$ cat config.mk
export PLATFORM = sky130hd
export DESIGN_NAME = ccc_top
export DESIGN_NICKNAME = d
export VERILOG_FILES = /design/src/design/ccc_pkg.sv /design/src/design/ccc_tmr_if.sv /design/src/design/ccc_timer.sv /design/src/design/ccc_top.sv
export SDC_FILE = /design/constraint.sdc
export NUM_CORES = 1
export LEC_CHECK = 0
export ABC_AREA = 1
export CORE_AREA = 5 5 113 115
export CTS_BUF_LIST = sky130_fd_sc_hd__clkbuf_8
export DETAILED_ROUTE_END_ITERATION = 10
export DIE_AREA = 0 0 118 120
export DONT_BUFFER_PORTS = 1
export PLACE_DENSITY = 0.74
export SLEW_MARGIN = 15
export SYNTH_ARGS = -nofsm -noshare
export SYNTH_HDL_FRONTEND = slang
export SYNTH_SLANG_ARGS = --single-unit
$ cat constraint.sdc
create_clock -name clk -period 5.9 [get_ports clk]
set_clock_uncertainty 0.2 [all_clocks]
set_input_delay 0.885 -clock clk [delete_from_list [all_inputs] [get_ports clk]]
set_output_delay 0.885 -clock clk [all_outputs]
set_load 0.02 [all_outputs]
$ cat src/design/ccc_pkg.sv
package ccc_pkg;
	// ****************************************
	// charge state encoding
	// ****************************************
	typedef enum logic [3:0] {
		ST_SLEEP    = 4'h0, // no adapter supply
		ST_IDLE     = 4'h1, // disabled by charge-enable
		ST_PRECHG   = 4'h2, // precharge phase
		ST_FAST     = 4'h3, // constant-current phase
		ST_CV       = 4'h4, // constant-voltage phase
		ST_DONE     = 4'h5, // charge complete
		ST_TFAULT   = 4'h6, // timer fault
		ST_OVP      = 4'h7, // overvoltage
		ST_DISCHG   = 4'h8, // absent test: discharge
		ST_WAKE     = 4'h9, // absent test: wake
		ST_ABSENT   = 4'ha, // battery absent
		ST_SUSPEND  = 4'hb  // temperature suspend
	} ccc_state_type;

	// ****************************************
	// timing
	// ****************************************
	localparam int CLK_MHZ = 100; // clock rate
	localparam int BLINK_HZ_X10 = 5; // 0.5 Hz blink, tenths of Hz
	// half period of blink in cycles: 1 s
	localparam int BLINK_HALF_CYC = CLK_MHZ * 1000000 * 10 / BLINK_HZ_X10 / 2;
	localparam int DISCHG_MS = 1000; // discharge test time
	localparam int WAKE_MS = 500; // wake test time
	localparam int DISCHG_CYC = DISCHG_MS * CLK_MHZ * 1000;
	localparam int WAKE_CYC = WAKE_MS * CLK_MHZ * 1000;
	localparam int PRECHG_CYC = 32'd180000000; // precharge timeout default
	localparam int CHARGE_CYC = 32'd1800000000; // fast timeout default
	localparam logic [1:0] CELL_ONE = 2'h1; // 4.2 V regulation
	localparam logic [1:0] CELL_TWO = 2'h2; // 8.4 V regulation
endpackage

$ cat src/design/ccc_tmr_if.sv
`timescale 1ns/10ps
// ****************************************
// timer control between controller and counter
// ****************************************
interface ccc_tmr_if;
	logic clear; // restart count
	logic run; // count enabled
	logic [31:0] limit; // cycles to expire
	logic expired; // limit reached
	modport ctrl (output clear, output run, output limit, input expired);
	modport tmr (input clear, input run, input limit, output expired);
endinterface

$ cat src/design/ccc_timer.sv
`timescale 1ns/10ps
module ccc_timer
	import ccc_pkg::*;
(
	input wire logic clk, // system clock
	input wire logic rst, // sync reset
	ccc_tmr_if.tmr t // timer control
);
	// ****************************************
	// counter holds its value while run is low
	// ****************************************
	logic [31:0] cnt_ff; // elapsed cycles
	logic exp_ff; // expired flag

	// count and hold; clear wins
	always_ff @(posedge clk)
	begin
		if (rst || t.clear)
			cnt_ff <= 32'h0;
		else if (t.run && !exp_ff)
			cnt_ff <= cnt_ff + 32'h1;
	end

	// expiry flag
	always_ff @(posedge clk)
	begin
		if (rst || t.clear)
			exp_ff <= 1'b0;
		else if (t.run && (cnt_ff + 32'h1 >= t.limit))
			exp_ff <= 1'b1;
	end

	assign t.expired = exp_ff;
endmodule // ccc_timer

$ cat src/design/ccc_top.sv
`timescale 1ns/10ps
// Operation
// - end charge at termination current in CV
// - safety timer backs up current termination
// - restart on recharge, POR, enable, timer pin
// - timer pin low disables termination and timer
// - timer pin high disables only the timer
// - cell select picks one or two cells
// - sleep whenever adapter supply absent
// - status pins encode charge state
// - blink variant flashes first pin on faults
// - power good on above sleep exit
// - low charge-enable enables charging
// - enable falling edge clears timers and faults
// - fault above recharge waits then absent test
// - fault below recharge applies probe current
// - probe stops above recharge, then recover
// - POR or enable toggle clears timer fault
// - overvoltage stops switching, clears at recharge
// - host version rate select forces rate
// - host version enters CV at regulation
// - host version has no timers, termination
// - host version overvoltage stops all switches
// - temperature suspend holds timer values
// - precharge timeout gives fault and probe
// - absent test discharge then wake check
module ccc_top
	import ccc_pkg::*;
#(
	parameter int PRECHG_LIMIT = PRECHG_CYC, // precharge timeout cycles
	parameter int CHARGE_LIMIT = CHARGE_CYC, // fast timeout cycles
	parameter int DISCHG_LIMIT = DISCHG_CYC, // discharge test cycles
	parameter int WAKE_LIMIT = WAKE_CYC, // wake test cycles
	parameter int BLINK_HALF = BLINK_HALF_CYC, // blink half period
	parameter bit HOST_CTRL = 1'b0, // host-controlled version
	parameter bit BLINK_VARIANT = 1'b0 // blinking status variant
)
(
	input wire logic clk, // system clock
	input wire logic rst, // sync reset, power-on
	input wire logic supply_ok_pin, // adapter above sleep exit
	input wire logic charge_en_n_pin, // charge enable, low active
	input wire logic cells_pin, // cell count select
	input wire logic rate_select_pin, // host rate select
	input wire logic timer_pin_low, // timer pin below enable
	input wire logic timer_pin_high, // timer pin tied high
	input wire logic below_recharge_pin, // battery below recharge
	input wire logic below_prechg_pin, // battery below precharge
	input wire logic at_regulation_pin, // battery at regulation
	input wire logic at_term_current_pin, // current at termination
	input wire logic overvoltage_pin, // battery overvoltage
	input wire logic temp_bad_pin, // temperature out of range
	input wire logic short_pin, // battery below short level
	output logic switching_en, // PWM stage enable
	output logic cv_mode, // voltage regulation phase
	output logic fast_rate, // fast rate, else precharge
	output logic [1:0] cell_mode, // regulation target
	output logic probe_current, // removal probe current
	output logic discharge_current, // absent test sink
	output logic wake_current, // absent test wake
	output logic sleep_mode, // low power sleep
	output logic status_out_a, // status a open-drain out
	output logic status_out_a_oe, // status a pull enable
	output logic status_out_b, // status b open-drain out
	output logic status_out_b_oe, // status b pull enable
	output logic power_good_n, // power good open-drain out
	output logic power_good_n_oe // power good pull enable
);
	// ****************************************
	// input synchronisers
	// ****************************************
	localparam int NIN = 13; // synchronised pins
	logic [NIN-1:0] raw_in; // pin bundle
	logic [NIN-1:0] sy1_ff; // first stage
	logic [NIN-1:0] sy2_ff; // second stage

	assign raw_in = {supply_ok_pin, charge_en_n_pin, cells_pin,
		rate_select_pin, timer_pin_low, timer_pin_high,
		below_recharge_pin, below_prechg_pin, at_regulation_pin,
		at_term_current_pin, overvoltage_pin, temp_bad_pin, short_pin};

	// two flops per pin, one loop
	genvar gi;
	generate
		for (gi = 0; gi < NIN; gi++)
		begin : g_sync
			always_ff @(posedge clk)
			begin
				if (rst)
				begin
					sy1_ff[gi] <= 1'b0;
					sy2_ff[gi] <= 1'b0;
				end
				else
				begin
					sy1_ff[gi] <= raw_in[gi];
					sy2_ff[gi] <= sy1_ff[gi];
				end
			end
		end
	endgenerate

	logic supply_ok, ce_n, cells, rate_sel, tp_low, tp_high; // synced
	logic below_rch, below_pre, at_reg, at_term, ovp, temp_bad; // synced
	logic short_bat; // synced
	assign {supply_ok, ce_n, cells, rate_sel, tp_low, tp_high, below_rch,
		below_pre, at_reg, at_term, ovp, temp_bad, short_bat} = sy2_ff;

	// ****************************************
	// edge detection and captured history
	// ****************************************
	logic ce_n_d_ff; // previous enable level
	logic tp_low_d_ff; // previous timer pin low level
	logic first_ff; // first cycle after reset done
	logic ce_fall; // enable asserted
	logic ce_rise; // enable removed
	logic tp_rise; // timer pin re-enabled

	// first_ff masks the edge detectors until the history is real
	always_ff @(posedge clk)
	begin
		if (rst)
		begin
			ce_n_d_ff <= 1'b1;
			tp_low_d_ff <= 1'b0;
			first_ff <= 1'b0;
		end
		else
		begin
			ce_n_d_ff <= ce_n;
			tp_low_d_ff <= tp_low;
			first_ff <= 1'b1;
		end
	end

	assign ce_fall = first_ff && ce_n_d_ff && !ce_n;
	assign ce_rise = first_ff && !ce_n_d_ff && ce_n;
	assign tp_rise = first_ff && tp_low_d_ff && !tp_low;

	// ****************************************
	// timers
	// ****************************************
	ccc_tmr_if safety_if(); // precharge and fast timer
	ccc_tmr_if test_if(); // absent test timer

	ccc_timer u_safety (
		.clk(clk),
		.rst(rst),
		.t(safety_if.tmr)
	);

	ccc_timer u_test (
		.clk(clk),
		.rst(rst),
		.t(test_if.tmr)
	);

	ccc_state_type st_ff; // charge state
	ccc_state_type nxt_st; // next state
	logic timer_on; // safety timer allowed
	logic term_on; // termination allowed
	logic restart; // start a new cycle

	// timer pin low kills both; tied high kills only the timer
	assign timer_on = !HOST_CTRL && !tp_low && !tp_high;
	assign term_on = !HOST_CTRL && !tp_low;
	assign restart = ce_fall || tp_rise;

	// safety timer cleared on entry to precharge or fast, enable edge, pin re-enable
	// leaving a suspend is no phase change: the count carries on
	assign safety_if.clear = restart || (st_ff != nxt_st &&
		st_ff != ST_SUSPEND &&
		(nxt_st == ST_PRECHG || nxt_st == ST_FAST));
	// suspend leaves run low so the count holds
	assign safety_if.run = timer_on &&
		(st_ff == ST_PRECHG || st_ff == ST_FAST || st_ff == ST_CV);
	assign safety_if.limit = (st_ff == ST_PRECHG) ? 32'(PRECHG_LIMIT) :
		32'(CHARGE_LIMIT);

	assign test_if.clear = (st_ff != nxt_st); // restart on every move
	assign test_if.run = (st_ff == ST_DISCHG || st_ff == ST_WAKE);
	assign test_if.limit = (st_ff == ST_DISCHG) ? 32'(DISCHG_LIMIT) :
		32'(WAKE_LIMIT);

	// ****************************************
	// charge state machine
	// ****************************************
	ccc_state_type resume_ff; // phase to resume after suspend

	// next state, priorities: sleep, disable, overvoltage, suspend
	always_comb
	begin
		nxt_st = st_ff;
		case (st_ff)
			ST_SLEEP:
				nxt_st = ST_IDLE;
			ST_IDLE:
				if (!ce_n)
					nxt_st = below_pre ? ST_PRECHG : ST_FAST;
			ST_PRECHG:
				if (safety_if.expired)
					nxt_st = ST_TFAULT;
				else if (!below_pre || HOST_CTRL)
					nxt_st = ST_FAST;
			ST_FAST:
				if (safety_if.expired)
					nxt_st = ST_TFAULT;
				else if (at_reg)
					nxt_st = ST_CV;
			ST_CV:
				if (safety_if.expired)
					nxt_st = ST_TFAULT;
				else if (term_on && at_term)
					nxt_st = ST_DONE;
			ST_DONE:
				if (below_rch)
					nxt_st = ST_DISCHG;
			ST_TFAULT:
				// wait above recharge, then fall below it
				if (below_rch && !probe_current)
					nxt_st = ST_DISCHG;
			ST_OVP:
				if (below_rch)
					nxt_st = HOST_CTRL ? ST_IDLE : ST_DISCHG;
			ST_DISCHG:
				// only an empty terminal collapses under the sink
				if (test_if.expired)
					nxt_st = short_bat ? ST_WAKE : ST_PRECHG;
			ST_WAKE:
				if (test_if.expired)
					nxt_st = below_rch ? ST_PRECHG : ST_ABSENT;
			ST_ABSENT:
				if (below_rch)
					nxt_st = ST_DISCHG;
			ST_SUSPEND:
				if (!temp_bad)
					nxt_st = resume_ff;
			default:
				nxt_st = ST_IDLE;
		endcase
		// overrides
		if ((st_ff == ST_PRECHG || st_ff == ST_FAST || st_ff == ST_CV) &&
			temp_bad && !HOST_CTRL)
			nxt_st = ST_SUSPEND;
		if (ovp)
			nxt_st = ST_OVP;
		if (restart && !ce_n && !ovp)
			nxt_st = below_pre ? ST_PRECHG : ST_FAST;
		if (ce_n)
			nxt_st = ST_IDLE;
		if (!supply_ok)
			nxt_st = ST_SLEEP;
	end

	// state register; reset counts as power-on
	always_ff @(posedge clk)
	begin
		if (rst)
			st_ff <= ST_SLEEP;
		else
			st_ff <= nxt_st;
	end

	// remember the phase interrupted by a suspend
	always_ff @(posedge clk)
	begin
		if (rst)
			resume_ff <= ST_FAST;
		else if (nxt_st == ST_SUSPEND && st_ff != ST_SUSPEND)
			resume_ff <= st_ff;
	end

	// ****************************************
	// blink divider
	// ****************************************
	logic [31:0] blink_cnt_ff; // half period counter
	logic blink_ff; // square wave
	logic blink_state; // a blinking state holds
	logic blink_state_d_ff; // previous blinking state

	assign blink_state = BLINK_VARIANT && (nxt_st == ST_TFAULT ||
		nxt_st == ST_SUSPEND || (nxt_st == ST_PRECHG && short_bat));

	// restart on entry so the first on period is full length
	always_ff @(posedge clk)
	begin
		if (rst || (blink_state && !blink_state_d_ff))
		begin
			blink_cnt_ff <= 32'h0;
			blink_ff <= 1'b1;
		end
		else if (blink_cnt_ff >= 32'(BLINK_HALF - 1))
		begin
			blink_cnt_ff <= 32'h0;
			blink_ff <= !blink_ff;
		end
		else
			blink_cnt_ff <= blink_cnt_ff + 32'h1;
	end

	always_ff @(posedge clk)
	begin
		if (rst)
			blink_state_d_ff <= 1'b0;
		else
			blink_state_d_ff <= blink_state;
	end

	// ****************************************
	// outputs, all registered
	// ****************************************
	logic on_a; // status a request
	logic on_b; // status b request

	// status table; overvoltage, absent and sleep give both off
	always_comb
	begin
		on_a = (nxt_st == ST_PRECHG || nxt_st == ST_FAST ||
			nxt_st == ST_CV);
		on_b = (nxt_st == ST_DONE);
		if (blink_state)
			on_a = blink_ff || !blink_state_d_ff;
	end

	// pins drive zero; the enable pulls low when on
	always_ff @(posedge clk)
	begin
		if (rst)
		begin
			status_out_a_oe <= 1'b0;
			status_out_b_oe <= 1'b0;
			power_good_n_oe <= 1'b0;
		end
		else
		begin
			status_out_a_oe <= on_a;
			status_out_b_oe <= on_b;
			power_good_n_oe <= supply_ok && nxt_st != ST_SLEEP;
		end
	end

	// open-drain data lines are a constant low
	always_ff @(posedge clk)
	begin
		status_out_a <= 1'b0;
		status_out_b <= 1'b0;
		power_good_n <= 1'b0;
	end

	// power stage controls
	always_ff @(posedge clk)
	begin
		if (rst)
		begin
			switching_en <= 1'b0;
			cv_mode <= 1'b0;
			fast_rate <= 1'b0;
			probe_current <= 1'b0;
			discharge_current <= 1'b0;
			wake_current <= 1'b0;
			sleep_mode <= 1'b1;
			cell_mode <= CELL_ONE;
		end
		else
		begin
			switching_en <= (nxt_st == ST_PRECHG || nxt_st == ST_FAST ||
				nxt_st == ST_CV);
			cv_mode <= (nxt_st == ST_CV);
			fast_rate <= HOST_CTRL ? rate_sel :
				(nxt_st != ST_PRECHG);
			// probe on in fault while below recharge
			probe_current <= (nxt_st == ST_TFAULT) &&
				(st_ff != ST_TFAULT ? below_rch :
				(probe_current && below_rch));
			discharge_current <= (nxt_st == ST_DISCHG);
			wake_current <= (nxt_st == ST_WAKE);
			sleep_mode <= (nxt_st == ST_SLEEP);
			cell_mode <= cells ? CELL_TWO : CELL_ONE;
		end
	end

	// ****************************************
	// checks
	// ****************************************
	sleep_off_a: assert property (@(posedge clk) disable iff (rst)
		sleep_mode |-> !power_good_n_oe && !status_out_a_oe &&
		!status_out_b_oe) else $error("outputs on in sleep");
	pg_follow_a: assert property (@(posedge clk) disable iff (rst)
		$rose(sy2_ff[12]) |-> ##[1:3] power_good_n_oe)
		else $error("power good late");
	term_done_a: assert property (@(posedge clk) disable iff (rst)
		st_ff == ST_CV && term_on && at_term && !safety_if.expired &&
		!ovp && !ce_n && supply_ok && !temp_bad && !restart
		|=> st_ff == ST_DONE) else $error("no termination");
	ovp_stop_a: assert property (@(posedge clk) disable iff (rst)
		ovp && supply_ok && !ce_n |=> !switching_en && !status_out_a_oe)
		else $error("switching in overvoltage");
	ce_off_a: assert property (@(posedge clk) disable iff (rst)
		ce_n |-> ##1 !switching_en) else $error("charge while off");
	done_b_a: assert property (@(posedge clk) disable iff (rst)
		st_ff == ST_DONE |=> status_out_b_oe || st_ff != ST_DONE)
		else $error("complete not shown");
	susp_hold_a: assert property (@(posedge clk) disable iff (rst)
		st_ff == ST_SUSPEND && !restart |=> !switching_en ||
		st_ff != ST_SUSPEND) else $error("switching in suspend");
	host_nt_a: assert property (@(posedge clk) disable iff (rst)
		HOST_CTRL |-> st_ff != ST_TFAULT && st_ff != ST_DONE)
		else $error("host version terminated");
	cell_sel_a: assert property (@(posedge clk) disable iff (rst)
		cells |=> cell_mode == CELL_TWO) else $error("cell mode");
	probe_a: assert property (@(posedge clk) disable iff (rst)
		probe_current |-> st_ff == ST_TFAULT && $past(below_rch))
		else $error("probe outside fault");
endmodule // ccc_top

# --- Yosys cells after proc, flatten, opt, wreduce, memory -nomap -nowiden ---
# Cells that the tools add are included.
classes:
  n_mux: 25
  n_reduce_logical: 40
  order_cmp: 2
  addsub: 2
  n_eq_ne: 23
ops:
  columns: ["op", "n"]
  rows:
  - ["$mux 4", 18]
  - ["$add 32x1->32 const B", 2]
  - ["$pmux 4 s9", 1]
  - ["$ge 32x27->1", 1]
  - ["$ge 32x31->1", 1]
  - ["$mux 31", 1]
  - ["$eq 4x3->1 const B", 7]
  - ["$eq 4x4->1 const B", 7]
  - ["$mux 27", 1]
  - ["$logic_and 1x1->1", 21]
  - ["$eq 4x2->1 const B", 4]
  - ["$logic_or 1x1->1", 9]
  - ["$logic_not 1->1", 7]
  - ["$eq 4x1->1 const B", 1]
  - ["$logic_not 4->1", 1]
  - ["$ne 4x2->1 const B", 1]
  - ["$ne 4x3->1 const B", 1]
  - ["$ne 4x4->1", 1]
  - ["$ne 4x4->1 const B", 1]
  - ["$reduce_bool 4->1", 1]
  - ["$mux 1", 3]
  - ["$reduce_or 3->1", 1]
  - ["$mux 2", 1]
word_totals:
  inputBits: 15
  reg_bits: 112
  word_cells: 135

# --- Depth between registers and ports, before layout ---
depth:
  ltp_word: 15
  ltp_mapped: 20
  depth_no_buf: 20

# --- By module ---
# Synthesis repeated with hierarchy kept, for this count alone.
unflattened:
  cells_unflattened: 1180
  hier_area_um2: 7941.4
by_module_without_submodules:
  columns: ["mod", "instances", "seq_area_each_um2", "area_each_um2", "cells_each"]
  rows:
  - ["ccc_timer", 2, 660.6, 2901.5, 440]
  - ["ccc_top", 1, 920.9, 2138.3, 300]

# --- Least setup slack after synthesis ---
# No wires, ideal clock.
synth_path:
  kind: "register -> register"
  start: "register u_safety.cnt_ff[2]"
  end: "register u_safety.exp_ff, in the netlist u_safety.t.expired"
  path_slack_ns: 3.067
  t_arrival_ns: 2.567
  synth_period_minus_slack_ns: 2.833
  n_path_buf: 0
  required_ns: 5.634
  stages_incl_launch_ff: 21
  path_cell_list: "dfxtp_1 > nand3_1 > inv_1 > nand2_1 > nor2_2 > nand3_1 > nor3_2 > nand3_1 > xor2_1 > inv_1 > ha_1 > nand2_1 > inv_1 > nand3_1 > nor2_1 > nand3_1 > inv_1 > nand3_1 > nand3_1 > nand2_1 > a21oi_2"
synth_via:
  elab_chain_cells: 3
synth_lines:
  columns: ["element", "line", "text"]
  rows:
  - ["from (decl)", "ccc_timer.sv:12", "logic [31:0] cnt_ff;"]
  - ["from (signal assigned)", "ccc_timer.sv:21", "cnt_ff <= cnt_ff + 32'h1;"]
  - ["$add 32x1->32", "ccc_timer.sv:29", "else if (t.run && (cnt_ff + 32'h1 >= t.limit))"]
  - ["$ge 32x31->1", "ccc_timer.sv:29", null]
  - ["$logic_and 1x1->1", "ccc_timer.sv:29", null]
  - ["to (signal assigned)", "ccc_timer.sv:28", "exp_ff <= 1'b0;"]
  - ["to (signal assigned)", "ccc_timer.sv:30", "exp_ff <= 1'b1;"]
  - ["to (decl)", "ccc_timer.sv:13", "logic exp_ff;"]
# Every way passes these cells.
# A chain may end at the register's enable or synchronous reset.

# --- Final worst setup path ---
layout_path:
  start: "register st_ff[2]"
  end: "register u_test.cnt_ff[2]"
layout_via:
  elab_chain_cells: 11
  elab_cells_between_ends: 36
  cone_classes: "12 x eq/ne; 17 x mux; 7 x reduce/logical"
layout_lines:
  columns: ["element", "line", "text"]
  rows:
  - ["from (decl)", "ccc_top.sv:158", "ccc_state_type st_ff;"]
  - ["from (signal assigned)", "ccc_top.sv:261", "st_ff <= nxt_st;"]
  - ["parallel branches: the longest is 11 deep, another holds $pmux 4 s9", null, null]
  - ["to (signal assigned)", "ccc_timer.sv:21", null]
  - ["to (decl)", "ccc_timer.sv:12", null]
# Several ways; the timed one is not identified.

==> results.toml <==
[synthesis]
ys_ff_latch = 112
synthMostInstantiatedCell = "nand2_1"
synth_edf_count = 0
synth_ff_type = "dfxtp_1"
syn_area_um2 = 6760
synthCells = 1092
netlist_top_cells_count = "nand2_1, nor2_1, inv_1, dfxtp_1, nand3_1"
synth_cell_types = 34
synth.largest_area_cell = "dfxtp_1"
yosys_warnings = 0
synth_area_leaders = "dfxtp_1, nand2_1, nor2_1"
async_flop_share_pct = 0
syn_avg_cell_area_um2 = 6.19
synth_top_area_share_pct = 33.2
ys_seq_area_share_pct = 33.2

[worst_setup_path]
crit_path_start_kind = "flop"
rr_worst_depth = 12
critical_path.cell_chain = "inv_2 -> nand2_2 -> nor2_2 -> nand2_1 -> o21ai_1 -> a21oi_1 -> nand4_1 -> nand3_1 -> nand2_1 -> nand2_1 -> nand4_2 -> a21oi_1"
slowest_delay_ns = 0.79
cpMaxStageDelayCell = "nand2_1"
cp_max_fo = 33
startpoint = "st_ff[2]$_SDFF_PP0_"
worst_r2r_startpoint = "st_ff[2]$_SDFF_PP0_"
cpMostUsedCell = "nand2_1"
reg2reg_slack_ns = 2.17
critPathKind = "reg2reg"
critPathCaptureType = "flop"
critPathArrivalTime_ns = 3.83
required_ns = 5.99
reg2reg_to = "u_test.cnt_ff[2]$_SDFFE_PP0P_"

[run]
maxCapViolations = 0

[detailed_routing]
first_pass_iters = 7
drtAntennaViolNets = 0
wl_per_cell_um = 11.9
num_vias = 6281
drc = 0
drtIter0Drc = 445
routed_wl_mm = 14.7
routed_via_density = 5.11

[global_route]
globalRouteMet3Util_pct = 3.96
overflow = 0
gr-usage-met2_pct = 35.5
busiest_layer = "met2"
grt_pass1_wl_mm = 25.7
antenna_found_initial = 0
grt_pass1_vias = 5747
gr-usage-met1_pct = 28.6
grt_usage_pct = 21.6
grt_max_degree = 36

[die]
die_area_um2 = 14200
io_pins = 30
rows = 40
die_w_um = 118
start_util_pct = 57.7
core_region_area_um2 = 11700
die_y_um = 120

[cells_and_area]
drive_above_1_share_pct = 4.06
syn_to_final_growth_pct = 3.69
fillers = 1175
antenna_cells = 0
reg_top3 = "u_safety.cnt_ff x32, u_test.cnt_ff x32, sy1_ff x12"
ff_latch_area_um2 = 2240
multi_input_area_um2 = 3920
nets = 1121

[timing]
fmax_ghz = 0.268
maxSlewViolCount = 0
relSlewSlack_pct = 29.1
period_share_pct = 63.3
setup_ws_ns = 2.17
worst_slew_pin_slew_ns = 1.06
finalSetupViolCount = 0
period_minus_slack_ns = 3.73
fin_setup_tns_ns = 0
hold_viol = 0
rsz0062_at_grt = "false"

[place]
dp_hpwl_mm = 11.1
pre_cts_slack_ns = 2.20
place_congestion = 0.883
io_buffer_count = 0

[clock_tree]
clock_tree.root_cell = "clkbuf_8"
path_clk_slew_ns = 0.11
clock-sinks = 112
cts_tree = "done"
ctsHoldBuffers = 0
clockBufferDepth = 2
h-tree-depth = 3
cts_buffers = 9
postCtsSetupBuffers = 0
clk_latency_ns = 0.39
cts_resized = 0

[power_and_ir_drop]
power.density_nw_per_um2 = 183
ir_drop_v = 0.000248
p_leak_nw = 2.92

[min_path]
min_path_cells = 2
min_path_type = "reg2reg"
hold_end = "ovp$_SDFF_PP0_"
hold_start = "sy1_ff[2]$_SDFF_PP0_"

[run_status]
status = "finished, final reports clean"
## per-layer routing
layer	wire, um	part of all wire, %
met4	285	1.9
met3	788	5.4
met1	7020	48
met2	6570	45
met5	0	0
## layout make-up
cell class	count	share of cell area (%)
multi-input combinational	830	56.0
sequential	112	32.0
inverter	125	6.70
tap	147	2.63
clock buffer	9	1.77
clock inverter	6	0.822
timing repair buffer	1	0.107
## where the power goes
part / switching, mW / internal [mW] / leakage [nW]
clock: 0.282 / 0.163 / 0.0945
sequential: 0.0101 / 0.769 / 0.909
combinational: 0.0413 / 0.0164 / 1.92
## per-stage QoR
step	instances	power, mW	hold slack [ns]	area (um2)	util, %
final	1230	1.28	0.208	7000	59.8
after global routing	1230	1.34	0.228	7000	59.8
after CTS	1230	1.30	0.213	7000	59.8
after detailed placement	1215	0.854	0.197	6820	58.3
after global placement	1215	0.853	0.186	6820	58.3
after floorplan	1094	0.848	0.171	6760	-
## critical path: cells and delay by family, from the launching register on
| family | cells | cell delay [ns] |
|---|---|---|
| flops | 1 | 0.47 |
| simple gates | 8 | 2.15 |
| buf+inv | 1 | 0.13 |
| compound gates | 3 | 0.67 |
## cells by family after synthesis
logic type	synth area share, %
AND/OR/NAND/NOR	39.7
buffers and inverters	8.89
flip-flops	33.2
AO/OA/AOI/OAI	8.50
XOR/XNOR	4.67
adder cells (fa/ha/maj)	5.00
other	0.0555
## layout by cell type, fill, tap and decap left out, drive strengths merged
cell,count
o22ai,1
inv,128
nand4,15
nor2,228
o21ai,45
clkbuf,9
clkinv,3
nand3,70
nand3b,4
conb,3
xor2,31
a21oi,50
nand2,328
o211ai,2
nor4,1
nor3,13
o2111ai,1
dfxtp,112
a31oi,2
ha,27
o21a,1
buf,1
xnor2,5
o21bai,3
## worst max path at each step
stage	end	slack (ns)	depth (start not counted)
global placement	u_test.cnt_ff[25]$_SDFFE_PP0P_	2.23	12
finish	u_test.cnt_ff[2]$_SDFFE_PP0P_	2.17	12
global route	u_test.cnt_ff[8]$_SDFFE_PP0P_	1.70	12
CTS	u_test.cnt_ff[2]$_SDFFE_PP0P_	2.17	12
floorplan	u_safety.t.expired$_SDFFE_PP0P_	3.07	20
detailed placement	u_test.cnt_ff[2]$_SDFFE_PP0P_	2.20	12
(Power assumes the default switching activity.)
